### config.mk
export PLATFORM = sky130hd
export DESIGN_NAME = uv_alarm_monitor
export DESIGN_NICKNAME = d
export VERILOG_FILES = /design/src/uv_alarm_pkg.sv /design/src/uv_alarm_monitor.sv /design/src/uv_thr_mem.sv
export SDC_FILE = /design/constraint.sdc
export NUM_CORES = 1
export LEC_CHECK = 0
export BUFFER_PORTS_ARGS = -buffer_cell sky130_fd_sc_hd__buf_4
export CAP_MARGIN = 5
export CORE_MARGIN = 2
export CORE_UTILIZATION = 40
export DETAILED_ROUTE_END_ITERATION = 10
export PLACE_DENSITY = 0.64
export SLEW_MARGIN = 20
export SYNTH_ARGS = -nofsm -noshare
export SYNTH_HDL_FRONTEND = slang
export SYNTH_SLANG_ARGS = --single-unit
### constraint.sdc
create_clock -name clk -period 5.17 [get_ports clk]
set_input_delay 0.2585 -clock clk [delete_from_list [all_inputs] [get_ports clk]]
set_output_delay 0.2585 -clock clk [all_outputs]
set_load 0.03 [all_outputs]
### src/uv_alarm_pkg.sv
/*
 Shared constants and types for the under-voltage alarm monitor.
 Assumes a 40 MHz system clock and a one-second tick strobe from elsewhere.
*/
package uv_alarm_pkg;
   localparam int NUM_REFS          = 12;
   localparam int VOLT_W            = 10;
   localparam int PERSIST_W         = 6;
   localparam int REF_HALF          = 6;

   // Threshold ceilings in volts
   localparam logic [9:0] LN_MAX_V  = 10'h15E;
   localparam logic [9:0] LL_MAX_V  = 10'h258;

   // Persistence limits in seconds
   localparam logic [5:0] PERSIST_MIN_S = 6'h0F;
   localparam logic [5:0] PERSIST_MAX_S = 6'h3C;
   localparam logic [5:0] PERSIST_RST   = 6'h0F;

   // Register offsets (byte addresses, word aligned)
   localparam logic [7:0] ADDR_ENABLE   = 8'h00;
   localparam logic [7:0] ADDR_PERSIST  = 8'h04;
   localparam logic [7:0] ADDR_STATUS   = 8'h08;
   localparam logic [7:0] ADDR_SUMMARY  = 8'h0C;
   localparam logic [7:0] ADDR_IRQ_STAT = 8'h10;
   localparam logic [7:0] ADDR_IRQ_MASK = 8'h14;
   localparam logic [7:0] ADDR_THR_BASE = 8'h40;

   // Reset values
   localparam logic [11:0] ENABLE_RST   = 12'h000;
   localparam logic [11:0] MASK_RST     = 12'h000;
   localparam logic [9:0]  THR_RST      = 10'h000;

   // Interrupt status bit positions
   localparam int IRQ_TRIG_BIT  = 0;
   localparam int IRQ_CLEAR_BIT = 1;
   localparam int IRQ_W         = 2;

   typedef enum logic [1:0] {
      SUM_IDLE,
      SUM_ARMED,
      SUM_TRIGGERED
   } summary_type;

   typedef struct packed {
      logic [7:0]  addr;
      logic [31:0] wdata;
      logic        wr;
      logic        rd;
   } bus_req_type;
endpackage

### src/uv_alarm_monitor.sv
/*
 Under-voltage alarm monitor: per-reference enable and threshold, shared
 persistence time, alarm output, status, summary and a masked interrupt.
 Assumes RMS values arrive as a flat vector on clk and that tick_1s is a
 one-cycle strobe on clk once per second.
*/
// The address map and strobed register access were left to the implementer.
//
// Contract
// - Alarm candidate when RMS below threshold
// - Separate enable and threshold per reference
// - One persistence setting, 15 to 60 seconds
// - Trigger only after uninterrupted persistence time
// - Evaluate and count on each second tick
// - Output low idle, high while triggered
// - Readable per-reference alarm status bits
// - Alarm clears itself when voltage recovers
// - Summary state idle, armed or triggered
`timescale 1ns/1ps
module uv_alarm_monitor #(
   parameter int NREF = uv_alarm_pkg::NUM_REFS,
   parameter int VW   = uv_alarm_pkg::VOLT_W
) (
   // Clock and reset
   input  wire logic                clk,
   input  wire logic                rstn,
   input  wire logic                ce,
   // Timing and measurement
   input  wire logic                tick_1s,
   input  wire logic [NREF*VW-1:0]  rms_volts,
   // Register port
   input  wire logic [7:0]          addr,
   input  wire logic [31:0]         wdata,
   input  wire logic                wr,
   input  wire logic                rd,
   output logic      [31:0]         rdata,
   // Alarm and interrupt
   output logic                     alarm_out,
   output logic                     irq
);
   localparam int AW = 4;
   localparam int PW = uv_alarm_pkg::PERSIST_W;

   ////////////////////////////////////////////////////////////////////////
   // Helpers

   function automatic logic [VW-1:0] clamp_thr(input logic [31:0] v, input int idx);
      logic [VW-1:0] lim;
      lim = (idx < uv_alarm_pkg::REF_HALF) ? uv_alarm_pkg::LN_MAX_V : uv_alarm_pkg::LL_MAX_V;
      clamp_thr = (v > 32'(lim)) ? lim : v[VW-1:0];
   endfunction

   function automatic logic [PW-1:0] clamp_persist(input logic [31:0] v);
      if (v < 32'(uv_alarm_pkg::PERSIST_MIN_S)) begin
         clamp_persist = uv_alarm_pkg::PERSIST_MIN_S;
      end else if (v > 32'(uv_alarm_pkg::PERSIST_MAX_S)) begin
         clamp_persist = uv_alarm_pkg::PERSIST_MAX_S;
      end else begin
         clamp_persist = v[PW-1:0];
      end
   endfunction

   ////////////////////////////////////////////////////////////////////////
   // Register port decode

   uv_alarm_pkg::bus_req_type req;
   assign req = '{addr: addr, wdata: wdata, wr: wr, rd: rd};

   logic          thr_hit;
   logic [AW-1:0] thr_idx;
   logic [7:0]    thr_off;
   assign thr_off = req.addr - uv_alarm_pkg::ADDR_THR_BASE;
   assign thr_idx = thr_off[AW+1:2];
   assign thr_hit = (req.addr >= uv_alarm_pkg::ADDR_THR_BASE) && (thr_off[1:0] == 2'b00)
                    && (int'(thr_off[7:2]) < NREF);

   ////////////////////////////////////////////////////////////////////////
   // Threshold memory; scanner walks one reference per cycle

   logic          thr_we;
   logic [VW-1:0] thr_wval;
   logic [AW-1:0] scan_r, scan_nxt;
   logic [VW-1:0] thr_rd;

   assign thr_we   = req.wr && thr_hit;
   assign thr_wval = clamp_thr(req.wdata, int'(thr_idx));

   uv_thr_mem #(.DEPTH(NREF), .WIDTH(VW), .AW(AW)) u_thr (
      .clk   (clk),
      .ce    (ce),
      .we    (thr_we),
      .waddr (thr_idx),
      .wdata (thr_wval),
      .raddr (scan_r),
      .rdata (thr_rd)
   );

   ////////////////////////////////////////////////////////////////////////
   // Control and status state

   logic [NREF-1:0]  enable_r, enable_nxt;
   logic [PW-1:0]    persist_r, persist_nxt;
   logic [NREF-1:0]  below_r, below_nxt;
   logic [NREF-1:0]  trig_r, trig_nxt;
   logic [PW-1:0]    cnt_r [NREF];
   logic [PW-1:0]    cnt_nxt [NREF];
   logic [1:0]       sum_r, sum_nxt;
   logic [1:0]       istat_r, istat_nxt;
   logic [1:0]       imask_r, imask_nxt;
   logic [31:0]      rdata_r, rdata_nxt;
   logic             alarm_r, alarm_nxt;
   logic             irq_r, irq_nxt;
   logic [AW-1:0]    scan_prev_r;
   logic             scan_valid_r;
   logic [VW-1:0]    thr_shadow_r [NREF];
   logic [VW-1:0]    thr_shadow_nxt [NREF];

   always_comb begin
      scan_nxt   = (int'(scan_r) == NREF-1) ? '0 : scan_r + 1'b1;
      enable_nxt = enable_r;
      persist_nxt = persist_r;
      below_nxt  = below_r;
      trig_nxt   = trig_r;
      imask_nxt  = imask_r;
      istat_nxt  = istat_r;
      for (int i = 0; i < NREF; i++) begin
         cnt_nxt[i]        = cnt_r[i];
         thr_shadow_nxt[i] = thr_shadow_r[i];
      end
      // Mirror memory output so every reference has a compare value
      if (scan_valid_r) begin
         thr_shadow_nxt[scan_prev_r] = thr_rd;
      end
      // Live compare only for enabled references
      for (int i = 0; i < NREF; i++) begin
         below_nxt[i] = enable_r[i] && (rms_volts[i*VW +: VW] < thr_shadow_r[i]);
      end
      if (tick_1s) begin
         for (int i = 0; i < NREF; i++) begin
            if (!below_r[i]) begin
               cnt_nxt[i]  = '0;
               trig_nxt[i] = 1'b0;
            end else if (cnt_r[i] < persist_r) begin
               cnt_nxt[i]  = cnt_r[i] + 1'b1;
               trig_nxt[i] = ((cnt_r[i] + 1'b1) >= persist_r);
            end else begin
               trig_nxt[i] = 1'b1;
            end
         end
      end
      // Software writes
      if (req.wr) begin
         unique case (req.addr)
            uv_alarm_pkg::ADDR_ENABLE:   enable_nxt = req.wdata[NREF-1:0];
            uv_alarm_pkg::ADDR_PERSIST:  persist_nxt = clamp_persist(req.wdata);
            uv_alarm_pkg::ADDR_IRQ_STAT: istat_nxt = istat_r & ~req.wdata[1:0];
            uv_alarm_pkg::ADDR_IRQ_MASK: imask_nxt = req.wdata[1:0];
            default: ;
         endcase
      end
      // Events set after clear, so a coincident event wins
      if (|(trig_nxt & ~trig_r)) begin
         istat_nxt[uv_alarm_pkg::IRQ_TRIG_BIT] = 1'b1;
      end
      if (|(trig_r & ~trig_nxt)) begin
         istat_nxt[uv_alarm_pkg::IRQ_CLEAR_BIT] = 1'b1;
      end
      alarm_nxt = |trig_nxt;
      if (|trig_nxt) begin
         sum_nxt = uv_alarm_pkg::SUM_TRIGGERED;
      end else if (|enable_nxt) begin
         sum_nxt = uv_alarm_pkg::SUM_ARMED;
      end else begin
         sum_nxt = uv_alarm_pkg::SUM_IDLE;
      end
      irq_nxt = |(istat_nxt & imask_nxt);
      // Read mux
      rdata_nxt = 32'h0000_0000;
      if (req.rd) begin
         if (thr_hit) begin
            rdata_nxt = 32'(thr_shadow_r[thr_idx]);
         end else begin
            unique case (req.addr)
               uv_alarm_pkg::ADDR_ENABLE:   rdata_nxt = 32'(enable_r);
               uv_alarm_pkg::ADDR_PERSIST:  rdata_nxt = 32'(persist_r);
               uv_alarm_pkg::ADDR_STATUS:   rdata_nxt = 32'(trig_r);
               uv_alarm_pkg::ADDR_SUMMARY:  rdata_nxt = 32'(sum_r);
               uv_alarm_pkg::ADDR_IRQ_STAT: rdata_nxt = 32'(istat_r);
               uv_alarm_pkg::ADDR_IRQ_MASK: rdata_nxt = 32'(imask_r);
               default:                     rdata_nxt = 32'h0000_0000;
            endcase
         end
      end
   end

   always_ff @(posedge clk or negedge rstn) begin
      if (!rstn) begin
         scan_r       <= '0;
         scan_prev_r  <= '0;
         scan_valid_r <= 1'b0;
         enable_r     <= uv_alarm_pkg::ENABLE_RST;
         persist_r    <= uv_alarm_pkg::PERSIST_RST;
         below_r      <= '0;
         trig_r       <= '0;
         sum_r        <= uv_alarm_pkg::SUM_IDLE;
         istat_r      <= '0;
         imask_r      <= uv_alarm_pkg::MASK_RST[1:0];
         rdata_r      <= 32'h0000_0000;
         alarm_r      <= 1'b0;
         irq_r        <= 1'b0;
         for (int i = 0; i < NREF; i++) begin
            cnt_r[i]        <= '0;
            thr_shadow_r[i] <= uv_alarm_pkg::THR_RST;
         end
      end else if (ce) begin
         scan_r       <= scan_nxt;
         scan_prev_r  <= scan_r;
         scan_valid_r <= 1'b1;
         enable_r     <= enable_nxt;
         persist_r    <= persist_nxt;
         below_r      <= below_nxt;
         trig_r       <= trig_nxt;
         sum_r        <= sum_nxt;
         istat_r      <= istat_nxt;
         imask_r      <= imask_nxt;
         rdata_r      <= rdata_nxt;
         alarm_r      <= alarm_nxt;
         irq_r        <= irq_nxt;
         for (int i = 0; i < NREF; i++) begin
            cnt_r[i]        <= cnt_nxt[i];
            thr_shadow_r[i] <= thr_shadow_nxt[i];
         end
      end
   end

   assign rdata     = rdata_r;
   assign alarm_out = alarm_r;
   assign irq       = irq_r;

   ////////////////////////////////////////////////////////////////////////
   // Checks

   alarm_follows_trig_a : assert property (@(posedge clk) disable iff (!rstn)
      ce |=> (alarm_out == |trig_r))
      else $error("alarm output disagrees with status");

   persist_range_a : assert property (@(posedge clk) disable iff (!rstn)
      persist_r >= uv_alarm_pkg::PERSIST_MIN_S && persist_r <= uv_alarm_pkg::PERSIST_MAX_S)
      else $error("persistence out of range");

   trig_needs_count_a : assert property (@(posedge clk) disable iff (!rstn)
      ce && tick_1s && below_r[0] && !trig_r[0] && (cnt_r[0] + 1'b1 < persist_r) |=> !trig_r[0])
      else $error("alarm triggered before persistence");

   self_clear_a : assert property (@(posedge clk) disable iff (!rstn)
      ce && tick_1s && !below_r[0] |=> !trig_r[0] && cnt_r[0] == '0)
      else $error("alarm not cleared on recovery");

   disabled_quiet_a : assert property (@(posedge clk) disable iff (!rstn)
      ce && !enable_r[0] |=> !below_r[0])
      else $error("disabled reference flagged");

   no_tick_hold_a : assert property (@(posedge clk) disable iff (!rstn)
      ce && !tick_1s |=> $stable(trig_r))
      else $error("alarm changed without tick");

   summary_idle_a : assert property (@(posedge clk) disable iff (!rstn)
      ce && enable_nxt == '0 && trig_nxt == '0 |=> sum_r == uv_alarm_pkg::SUM_IDLE)
      else $error("summary not idle");

   thr_clamp_a : assert property (@(posedge clk) disable iff (!rstn)
      thr_we |-> thr_wval <= uv_alarm_pkg::LL_MAX_V)
      else $error("threshold above ceiling");

   status_read_a : assert property (@(posedge clk) disable iff (!rstn)
      ce && rd && addr == uv_alarm_pkg::ADDR_STATUS |=> rdata == 32'($past(trig_r)))
      else $error("status readback wrong");

   // Counter never exceeds 60, so the sum cannot wrap
   trig_at_persist_a : assert property (@(posedge clk) disable iff (!rstn)
      ce && tick_1s && below_r[0] && (cnt_r[0] + 1'b1 >= persist_r) |=> trig_r[0])
      else $error("alarm late after persistence");

   all_clear_a : assert property (@(posedge clk) disable iff (!rstn)
      ce && tick_1s && below_r == '0 |=> trig_r == '0)
      else $error("alarm held after recovery");

   summary_trig_a : assert property (@(posedge clk) disable iff (!rstn)
      ce |=> (sum_r == uv_alarm_pkg::SUM_TRIGGERED) == (trig_r != '0))
      else $error("summary not triggered");

   summary_armed_a : assert property (@(posedge clk) disable iff (!rstn)
      ce |=> (sum_r == uv_alarm_pkg::SUM_ARMED) == (enable_r != '0 && trig_r == '0))
      else $error("summary not armed");

   irq_level_a : assert property (@(posedge clk) disable iff (!rstn)
      ce |=> irq == |(istat_r & imask_r))
      else $error("interrupt level wrong");

   rdata_idle_a : assert property (@(posedge clk) disable iff (!rstn)
      ce && !rd |=> rdata == 32'h0000_0000)
      else $error("read data not cleared");

   thr_clamp_ln_a : assert property (@(posedge clk) disable iff (!rstn)
      thr_we && int'(thr_idx) < uv_alarm_pkg::REF_HALF |-> thr_wval <= uv_alarm_pkg::LN_MAX_V)
      else $error("line to neutral threshold above ceiling");
endmodule

### src/uv_thr_mem.sv
/*
 Small threshold memory, one word per voltage reference, registered read.
 Assumes a single writer and one read port used by the channel scanner.
*/
`timescale 1ns/1ps
module uv_thr_mem #(
   parameter int DEPTH = 12,
   parameter int WIDTH = 10,
   parameter int AW    = 4
) (
   // Clock
   input  wire logic             clk,
   input  wire logic             ce,
   // Write port
   input  wire logic             we,
   input  wire logic [AW-1:0]    waddr,
   input  wire logic [WIDTH-1:0] wdata,
   // Read port
   input  wire logic [AW-1:0]    raddr,
   output logic      [WIDTH-1:0] rdata
);
   logic [WIDTH-1:0] mem [DEPTH];

   // No reset: contents are written by software before enabling references
   always_ff @(posedge clk) begin
      if (ce) begin
         if (we) begin
            mem[waddr] <= wdata;
         end
         rdata <= mem[raddr];
      end
   end
endmodule

==> impl_results.md, run 1 <==
- Vias: 17700
- DIE AREA: 60700 um^2
- Post-CTS setup buffers: 0
- Worst slew pin tran: 1060 ps
- Post-route ant nets: 0
- CTS Buf Count: between 40 and 50
- Hold Vio Cnt, Final: 0
- CP Data Arrival Time: 3820 ps
- Post-synth cell types: slightly above 80
- #FFs+latches synth: between 300 and 400
- Area of the core: approximately 58000 um^2
- Max cap viols: 0
- WL/cell: 21.0 um
- Placed instance area: about 26000 um^2
- Design area: around 27000 um^2
- First-pass GRT wire length: 101000 um
- Grt ovf: 0
- Final worst slack: approximately 1800 ps
- DRT Pass-1 Iters: 6
- Critical Path End Type: flip-flop
- # resized after CTS: 0
- Power density cells: 386 nW/um^2
- Cell area after synthesis: about 24000 um^2
- Share of post-route cells with drive strength above 1: a little under a fifth
- Max Slew Vio Count: 0
- Synth Flop Type: dfrtp_1
- CTS tree: yes
- CTS root buf: clkbuf_16
- Lkg Pwr: 12.4 nW
- Drc violations: 0
- Sequential Area: 10500 um^2
- # IOs: 200
- Cells after synthesis: 2162
- EDFF count, synth: 130
- Worst-Skew Late Latency: 590 ps
- Slew headroom: between 20% and 30%
- Placer congestion estimate: around 0.92
- Critical path required time: 5650 ps
- Final setup fails: 0
- DP HPWL: 47500 um
- Antenna Cells: 0
- F_max: 300 MHz
- # H-tree levels: 2
- IO buf count: 179
- Setup TNS: 0 ps
- CP Max Fanout: 14
- Fin util: a little under half
- Sequential area share after synthesis: 44.5%
- Clock-pin transition on the worst setup and hold timing paths: 60 ps
- RSZ-0062 raised after global routing: no
- Period minus WS final: about 3300 ps
- Run status: completed
- Most frequent cells in the layout: ha_1, dfrtp_1, nand2_1
- Clock skew: 23.5 ps
- Clock Tree Buf Depth: 3
- Reg2reg path depth: 10
- Final Cycle Share: 64.6%
- Vert. Die Dim: 246 um
- Initial antenna violation count: 0
- Detailed-route wire length: 66200 um
- Critical path class: reg2reg
- Cell Rows: 88
- GRT Resource Usage Total: a little over a fifth
- Vias/cell: approximately 5.6
- Area grow syn2layout: 16.3%
- Number of global-route vias before repair: 17700
- Post-synth ARST share: 66.8%
- DR iter-0 viols: ~1300
- Hold Crit Depth: 3
- Multi-input logic area: 12000 um^2
- Yosys Warn Count: 0
- Pre-CTS setup slack: 1620 ps
- Worst Setup Start Kind: flip-flop
- Clk sink count: 392
- Initial Util: 40.6%
- Avg Cell Area, Syn: around 11 um^2
- Worst ir drop on vdd: about 270 uV
- Hold buffer count at cts: 13
- Worst min path class: in2reg
- # fillers: roughly 5300
- Final #Nets: about 2800
- Most common cell after layout, fill and taps aside: ha_1
- Chip width: around 250 um
- Largest net degree at the start of global routing: between 100 and 150
## path summary, 6_finish.rpt
kind                                     to  slack [ps]            from
setup / recovery                        irq        1830    persist_r[3]
hold / removal                  below_r[10]          40  rms_volts[108]
setup reg to reg                        irq        1830    persist_r[3]
hold reg to reg                scan_valid_r         500    scan_valid_r
max in group asynchronous  thr_shadow_r[61]        3540            rstn
min in group asynchronous         cnt_r[18]         280            rstn
## Yosys cell counts, types with 9 or more instances
| cell type | number | area share (%) |
|---|---|---|
| xor2_1 | 19 | 0.71 |
| nand4_1 | 9 | 0.24 |
| o211ai_1 | 10 | 0.32 |
| o22ai_1 | 9 | 0.24 |
| o31ai_1 | 9 | 0.29 |
| ha_1 | 269 | 14 |
| mux2_2 | 74 | 3.5 |
| dfrtp_1 | 258 | 27 |
| inv_1 | 168 | 2.7 |
| nand2b_1 | 24 | 0.64 |
| or2_2 | 10 | 0.27 |
| nor2b_1 | 23 | 0.61 |
| a22oi_1 | 12 | 0.38 |
| edfxtp_1 | 130 | 17 |
| a211oi_1 | 22 | 0.70 |
| nand2_1 | 244 | 3.9 |
| clkbuf_1 | 58 | 0.93 |
| buf_2 | 14 | 0.30 |
| nor3_1 | 24 | 0.51 |
| nor4_1 | 20 | 0.53 |
| nor2_1 | 58 | 0.93 |
| xnor2_1 | 29 | 1.1 |
| o2111ai_1 | 11 | 0.41 |
| mux4_2 | 62 | 5.9 |
| or3_1 | 15 | 0.40 |
| o21ai_0 | 173 | 3.7 |
| a22o_1 | 11 | 0.41 |
| o21a_1 | 14 | 0.45 |
| mux2i_1 | 22 | 0.94 |
| a21o_1 | 61 | 1.9 |
| buf_4 | 25 | 0.80 |
| nand3_1 | 94 | 2.0 |
| a21oi_1 | 70 | 1.5 |
## state kept, by name, summed over array words and instances (netlist names)
name and cells:
below_r 12, cnt_r 72, enable_r 12, imask_r 2
irq 1, istat_r 2, persist_r 6, rdata 12
scan_prev_r 4, scan_r 4, scan_valid_r 1, sum_r 2
thr_shadow_r 120, trig_r 12, u_thr.mem 120, u_thr.rdata 10
## power breakdown
group | switching, W | internal (W) | leakage (nW) | total (W)
Combinational | 0.00148 | 0.00138 | 7.06 | 0.00285
Sequential | 0.000538 | 0.00376 | 4.54 | 0.00430
Clock | 0.00135 | 0.00204 | 0.766 | 0.00338
Total | 0.00336 | 0.00717 | 12.4 | 0.0105
## critical path, cell delays in order (launching register included)
cell	delay [ps]
dfstp_2	530
inv_1	260
buf_4	330
ha_1	360
a2111oi_4	310
a21oi_2	130
o311ai_0	440
nand4b_1	180
a2111oi_2	230
nand4_1	200
a32o_1	260
## logic make-up (layout without fill, tap and decap cells)
group,after synthesis,count (layout),share of synthesized area (%)
buffers and inverters,273,472,4.84
AOI/OAI and AO/OA,474,474,13.1
adders and majority gates,269,269,14.3
xor gates and xnor gates,48,48,1.79
DFF,392,392,44.5
muxes,158,158,10.4
other,1,20,0.0160
and+or+nand+nor,547,547,11.0
## layer usage
metal | part of all wire [%] | vias up | global-route usage (%)
met1 | 42 | 8750 | 28.5
met5 | 0 | - | 0
met4 | 3.3 | 0 | 7.88
met2 | 48 | 552 | 35.6
met3 | 6.6 | 128 | 4.63
li1 | - | 8225 | -
## per-stage QoR
stage	std cells	power, W	hold slack (ps)
final	3145	0.0105	42.7
after global routing	3145	0.0111	23.3
after CTS	3145	0.0106	16.0
after detailed placement	3052	0.00717	339
after global placement	3052	0.00705	332
after floorplan	2181	0.00616	-37.1
## area by class of cell
| cell class | count | share of cell area, % |
|---|---|---|
| timing repair buffer | 222 | 6.29 |
| multi-input combinational | 1516 | 43.9 |
| clock inverter | 28 | 1.42 |
| clock buffer | 52 | 4.29 |
| sequential | 392 | 38.3 |
| tap | 765 | 3.50 |
| inverter | 170 | 2.34 |
Note: power is estimated with default switching activity, not from simulation.
==> run 2: changes to the inputs <==
--- a/config.mk
+++ b/config.mk
@@ -10,7 +10,7 @@
 export CORE_MARGIN = 2
 export CORE_UTILIZATION = 40
 export DETAILED_ROUTE_END_ITERATION = 10
-export PLACE_DENSITY = 0.64
+export PLACE_DENSITY = 0.66
 export SLEW_MARGIN = 20
 export SYNTH_ARGS = -nofsm -noshare
 export SYNTH_HDL_FRONTEND = slang
==> constraint.sdc (replaced) <==
create_clock -name clk -period 2.86 [get_ports clk]
set_input_delay 0.143 -clock clk [delete_from_list [all_inputs] [get_ports clk]]
set_output_delay 0.143 -clock clk [all_outputs]
set_load 0.03 [all_outputs]
==> run 2 against run 1 <==
Net effect: the run now ends with setup timing left; sequential power is 80% higher; die area did not move; sequential share of layout area fell by 2.3 points; clock skew fell by 4.8 ps; worst hold slack got worse by 5.1 ps.
==> impl_results.md, run 2 (synthesized netlist as in run 1, its figures left out) <==
- Slew headroom: 39.6% (was 28.7%)
- Most common cell after layout, fill and taps aside: buf_4 (was ha_1)
- Clk sink count: 392 (unchanged)
- Max Slew Vio Count: 0 (unchanged)
- Vias: 18400 (was 17700)
- Grt ovf: 0 (unchanged)
- Worst ir drop on vdd: 448 uV (was 268 uV)
- Share of post-route cells with drive strength above 1: 24.8% (was 19.1%)
- CTS Buf Count: 43 (was 44)
- Power density cells: 654 nW/um^2 (was 386 nW/um^2)
- R2R Path Start: persist_r[3] (unchanged)
- First-pass GRT wire length: 107000 um (was 101000 um)
- DRT Pass-1 Iters: 7 (was 6)
- Vias/cell: 5.53 (was 5.61)
- Reg2reg end: irq (unchanged)
- Reg2reg path depth: 12 (was 10)
- Vert. Die Dim: 246 um (unchanged)
- Worst min path class: in2reg (unchanged)
- Final #Nets: 2956 (was 2781)
- Max cap viols: 0 (unchanged)
- Pre-CTS setup slack: -111 ps (was 1620 ps)
- Area grow syn2layout: 23.8% (was 16.3%)
- DR iter-0 viols: 1314 (unchanged)
- Largest net degree at the start of global routing: 102 (was 111)
- Worst Min Path Start: ce (was rms_volts[108])
- Number of global-route vias before repair: 18700 (was 17700)
- Seq pwr share: 40.8% (about the same)
- CP Max Fanout: 14 (unchanged)
- Biggest regs: thr_shadow_r: 120 flops, u_thr.mem: 120 flops, cnt_r: 72 flops (unchanged)
- Detailed-route wire length: 69000 um (was 66200 um)
- Pwr Total: 0.0190 W (was 0.0105 W)
- Critical path required time: 3340 ps (was 5650 ps)
- Hold Crit Depth: 1 (was 3)
- Hold Vio Cnt, Final: 0 (unchanged)
- Clock power frac: 30.5% (was 32.1%)
- Cell Rows: 88 (unchanged)
- Clock skew: 18.7 ps (was 23.5 ps)
- FF-to-FF setup slack: -70 ps (was 1830 ps)
- DP HPWL: 51000 um (was 47500 um)
- Critical path class: reg2reg (unchanged)
- GRT Resource Usage Total: 22.8% (was 21.8%)
- Most frequent cells in the layout: buf_4, ha_1, dfrtp_1 (was ha_1, dfrtp_1, nand2_1)
- CTS root buf: clkbuf_16 (unchanged)
- CP max stage delay: 520 ps (was 530 ps)
- Lkg Pwr: 13.3 nW (was 12.4 nW)
- IO buf count: 179 (unchanged)
- CP Data Arrival Time: 3410 ps (was 3820 ps)
- Worst slew pin tran: 907 ps (was 1060 ps)
- Final worst slack: -74.6 ps (was 1830 ps)
- Clock Tree Buf Depth: 3 (unchanged)
- Critical Path End Type: flip-flop (unchanged)
- # H-tree levels: 2 (unchanged)
- F_max: 341 MHz (was 300 MHz)
- DIE AREA: 60700 um^2 (unchanged)
- RSZ-0062 raised after global routing: yes (was no)
- Cell family with most CP delay: simple AND/OR/NAND/NOR gates (was compound AO/OA/AOI/OAI gates)
- Area of the core: 57900 um^2 (unchanged)
- Period minus WS final: 2930 ps (was 3340 ps)
- Clock-pin transition on the worst setup and hold timing paths: 60 ps (about the same)
- Worst-Skew Late Latency: 600 ps (was 590 ps)
- Sw frac: 32.6% (was 31.9%)
- CTS tree: yes (unchanged)
- Final setup fails: 2 (was 0)
- Worst Setup Start Kind: flip-flop (unchanged)
- WP buf/inv: 3 (was 2)
- Net Sw Power: 0.00621 W (was 0.00336 W)
- WL/cell: 20.8 um (was 21.0 um)
- # IOs: 200 (unchanged)
- Crit-path slowest cell: dfstp_2 (unchanged)
- Initial Util: 40.6% (unchanged)
- Crit path cell chain: inv_1 -> buf_12 -> ha_1 -> nand3_1 -> a21boi_2 -> nor4_2 -> buf_4 -> a211oi_1 -> nand4b_1 -> a2111oi_4 -> nand4_1 -> a32o_1 (was inv_1 -> buf_4 -> ha_1 -> a2111oi_4 -> a21oi_2 -> o311ai_0 -> nand4b_1 -> a2111oi_2 -> nand4_1 -> a32o_1)
- Final Cycle Share: 103% (was 64.6%)
- Failing checks: setup timing
- Post-route ant nets: 0 (unchanged)
- Pint: 0.0128 W (was 0.00717 W)
- Logic pwr share: 28.7% (was 27.1%)
- Placer congestion estimate: 0.931 (was 0.916)
- Chip width: 246 um (unchanged)
- Drc violations: 0 (unchanged)
- Initial antenna violation count: 1 (was 0)
- Hold-critical path endpoint: u_thr.rdata[4] (was below_r[10])
- Run status: complete, but fails checks (was completed)
==> run 2: changes by cell type in the layout (fill, tap and decap cells not counted), sizes merged <==
cell / previous run / this run
dlygate4sd3: 13 / 43
bufinv: 8 / 4
buf: 209 / 355
clkinvlp: 3 / 5
inv: 171 / 169
diode: 0 / 1
clkbuf: 52 / 56
==> run 2: layer usage <==
layer | share of wire (%) | GRT usage (%) | up-vias
met2 | 48 | 38.2 | 612
met4 | 2.9 | 7.12 | 2
li1 | - | - | 8577
met5 | 0.019 | 0 | -
met3 | 7.0 | 4.60 | 120
met1 | 42 | 29.8 | 9064
==> run 2: how the worst max path moves through the flow <==
stage | depth (start not counted) | endpoint | startpoint
final | 12 | irq | persist_r[3]
after CTS | 12 | sum_r[0] | persist_r[4]
after floorplan | 9 | irq | persist_r[3]
after global placement | 12 | irq | cnt_r[60]
after global routing | 13 | irq | persist_r[1]
after detailed placement | 11 | sum_r[0] | persist_r[3]
==> run 2: final cells by class <==
class                           instances  area (um^2)
Timing Repair Buffer                  398         3310
Fill cell                            5097        28800
Inverter                              170          648
Clock inverter                         24          289
Sequential cell                       392        10500
Clock buffer                           56         1180
Antenna cell                            1         2.50
Multi-Input combinational cell       1516        12200
Tap cell                              765          957
==> run 2: repair_timing <==
item                                    4_1_cts  5_1_grt
pin swaps                                    21        5
setup buffers                                18        4
endpoints found under the hold margin       131        0
gates cloned                                  1        0
endpoints found under the setup margin        4        6
gates resized for setup                      42       17
hold buffers                                 43        0
==> run 2: metrics by stage <==
step	TNS [ps]	utilization (%)	hold WS, ps	instance area (um^2)	instances
after floorplan	0	-	-153	23600	2181
after global placement	-188	46.1	270	26700	3175
after detailed placement	-512	46.1	254	26700	3175
after CTS	-4.85	50.1	1.30	29000	3317
after global routing	-703	50.2	28.6	29100	3321
final	-120	50.2	37.6	29100	3322
==> run 2: power groups by stage <==
stage               Combinational [W]  Clock, W  Sequential [W]
finish                        0.00546   0.00580         0.00776
global route                  0.00608   0.00611         0.00786
CTS                           0.00547   0.00591         0.00772
detailed placement            0.00532         0         0.00781
global placement              0.00513         0         0.00776
floorplan                     0.00380         0         0.00733
==> run 3: changes to the inputs <==
--- a/config.mk
+++ b/config.mk
@@ -11,6 +11,7 @@
 export CORE_UTILIZATION = 40
 export DETAILED_ROUTE_END_ITERATION = 10
 export PLACE_DENSITY = 0.66
+export REMOVE_ABC_BUFFERS = 1
 export SLEW_MARGIN = 20
 export SYNTH_ARGS = -nofsm -noshare
 export SYNTH_HDL_FRONTEND = slang
==> run 3 against run 2 <==
Net effect: clock skew hardly changed; critical path type unchanged; via count shrank 1.5%; the run still ends with setup timing left; register-to-register slack about the same; clock power down 2%; routed wire length fell by 0.95%; combinational power is 3% lower; highest routed layer is now met4.
==> impl_results.md, run 3 (synthesized netlist as in run 1, its figures left out) <==
- Vias: 18100 (was 18400)
- Most frequent cells in the layout: buf_4, ha_1, dfrtp_1 (unchanged)
- CTS root buf: clkbuf_16 (unchanged)
- Grt ovf: 0 (unchanged)
- Critical Path End Type: flip-flop (unchanged)
- Hold Crit Depth: 5 (was 1)
- Crit path cell chain: inv_1 -> buf_12 -> buf_4 -> ha_1 -> a2111oi_4 -> o31ai_1 -> or2_2 -> a311oi_2 -> nand4_1 -> nor3_2 -> a22o_1 (was inv_1 -> buf_12 -> ha_1 -> nand3_1 -> a21boi_2 -> nor4_2 -> buf_4 -> a211oi_1 -> nand4b_1 -> a2111oi_4 -> nand4_1 -> a32o_1)
- GRT Resource Usage Total: 22.5% (was 22.8%)
- Setup TNS: -299 ps (was -120 ps)
- Area grow syn2layout: 21.6% (was 23.8%)
- Design area: 28600 um^2 (was 29100 um^2)
- Critical path class: reg2reg (unchanged)
- Slew headroom: 36.3% (was 39.6%)
- Largest net degree at the start of global routing: 92 (was 102)
- Share of post-route cells with drive strength above 1: 23.2% (was 24.8%)
- Finished Layout Cells: 3280 (was 3322)
- Cell family with most CP delay: compound AO/OA/AOI/OAI gates (was simple AND/OR/NAND/NOR gates)
- DRT Pass-1 Iters: 5 (was 7)
- WL/cell: 20.8 um (about the same)
- Worst ir drop on vdd: 678 uV (was 448 uV)
- Lkg Pwr: 13.1 nW (was 13.3 nW)
- FF-to-FF setup slack: -80 ps (was -70 ps)
- Worst min path class: in2reg (unchanged)
- Chip width: 246 um (unchanged)
- Biggest regs: thr_shadow_r: 120 flops, u_thr.mem: 120 flops, cnt_r: 72 flops (unchanged)
- Vert. Die Dim: 246 um (unchanged)
- Number of stages on the worst setup path: 11 (was 12)
- Worst-Skew Late Latency: 570 ps (was 600 ps)
- Clock Tree Buf Depth: 3 (unchanged)
- F_max: 340 MHz (was 341 MHz)
- Initial Util: 40.6% (unchanged)
- Final setup fails: 5 (was 2)
- Crit-path slowest cell: dfstp_2 (unchanged)
- First-pass GRT wire length: 106000 um (was 107000 um)
- Max Slew Vio Count: 0 (unchanged)
- Vias/cell: 5.52 (was 5.53)
- # H-tree levels: 2 (unchanged)
- Number of global-route vias before repair: 18400 (was 18700)
- CP max stage delay: 530 ps (was 520 ps)
- Most common cell after layout, fill and taps aside: buf_4 (unchanged)
- Cell Rows: 88 (unchanged)
- # fillers: 5190 (was 5097)
- Fin util: 49.3% (was 50.2%)
- Clk sink count: 392 (unchanged)
- CP Max Fanout: 8 (was 14)
- Dpl cells: 3170 (was 3175)
- Placed instance area: 26700 um^2 (about the same)
- Drc violations: 0 (unchanged)
- Placer congestion estimate: 0.898 (was 0.931)
- Power density cells: 657 nW/um^2 (was 654 nW/um^2)
- IO buf count: 179 (unchanged)
- DIE AREA: 60700 um^2 (unchanged)
- Worst slew pin tran: 955 ps (was 907 ps)
- Post-route ant nets: 0 (unchanged)
- WP buf/inv: 3 (unchanged)
- Detailed-route wire length: 68400 um (was 69000 um)
- Failing checks: setup timing (unchanged)
- Hold Vio Cnt, Final: 0 (unchanged)
- CP Data Arrival Time: 3450 ps (was 3410 ps)
- Clock skew: 18.7 ps (about the same)
- Final #Nets: 2916 (was 2956)
- Max cap viols: 0 (unchanged)
- Period minus WS final: 2940 ps (was 2930 ps)
- Critical path required time: 3370 ps (was 3340 ps)
- Worst Setup Start Kind: flip-flop (unchanged)
- Initial antenna violation count: 1 (unchanged)
- RSZ-0062 raised after global routing: yes (unchanged)
- Reg2reg path depth: 11 (was 12)
- Run status: complete, but fails checks (unchanged)
- # IOs: 200 (unchanged)
- Antenna Cells: 0 (was 1)
- DP HPWL: 51700 um (was 51000 um)
- Clock-pin transition on the worst setup and hold timing paths: 70 ps (was 60 ps)
- CTS Buf Count: 42 (was 43)
- DR iter-0 viols: 1135 (was 1314)
- Area of the core: 57900 um^2 (unchanged)
- Final Cycle Share: 103% (about the same)
- CTS tree: yes (unchanged)
- Final worst slack: -82.3 ps (was -74.6 ps)
## run 3: tightest hold or removal path, stage by stage
cell and delay, ps:
buf_4 80, ha_1 130, a211oi_1 60, nand2_1 60, a2bb2oi_1 60
## run 3: what timing repair did
item,CTS,global route
hold endpoints to repair,111,0
endpoints found under the setup margin,5,5
setup buffers,1,1
pin swaps,3,3
hold buffers,30,0
resized for setup,17,13
## run 3: stage by stage
stage          hold slack, ps  setup slack [ps]  total power, W
2_1_floorplan            -153              10.1          0.0110
3_3_place_gp              224              -116          0.0128
3_5_place_dp              230              -277          0.0131
4_1_cts                0.0227             -51.3          0.0189
5_1_grt                  15.2              -182          0.0198
6_report                 10.5             -82.3          0.0188
## run 3: final cells by class
class / count / area (um^2) / share of cell area (%)
multi-input combinational: 1516 / 12100 / 42.3
sequential: 392 / 10500 / 36.6
timing repair buffer: 359 / 2960 / 10.3
clock buffer: 58 / 1200 / 4.22
tap: 765 / 957 / 3.35
inverter: 170 / 638 / 2.23
clock inverter: 20 / 244 / 0.854
## run 3: metal layers
metal	vias to the layer above	wire, um	GRT usage (%)
met1	8985	29000	30.2
met3	110	3870	3.14
met2	504	33600	38.1
li1	8502	-	-
met4	0	1850	6.40
met5	-	0	0
## run 3: path summary, 6_finish.rpt
kind                                 to          start
min reg2reg                    rdata[4]       rdata[4]
max in group asynchronous  persist_r[2]           rstn
max reg2reg                    sum_r[0]   persist_r[1]
min in group asynchronous     cnt_r[10]           rstn
min                          below_r[1]  rms_volts[18]
max                            sum_r[0]   persist_r[1]
## run 3: power by group
part | switching, W | internal, W | total [W] | leakage [nW]
combinational | 0.00268 | 0.00262 | 0.00530 | 7.85
sequential | 0.000975 | 0.00680 | 0.00777 | 4.54
clock | 0.00242 | 0.00327 | 0.00569 | 0.706
total | 0.00608 | 0.0127 | 0.0188 | 13.1
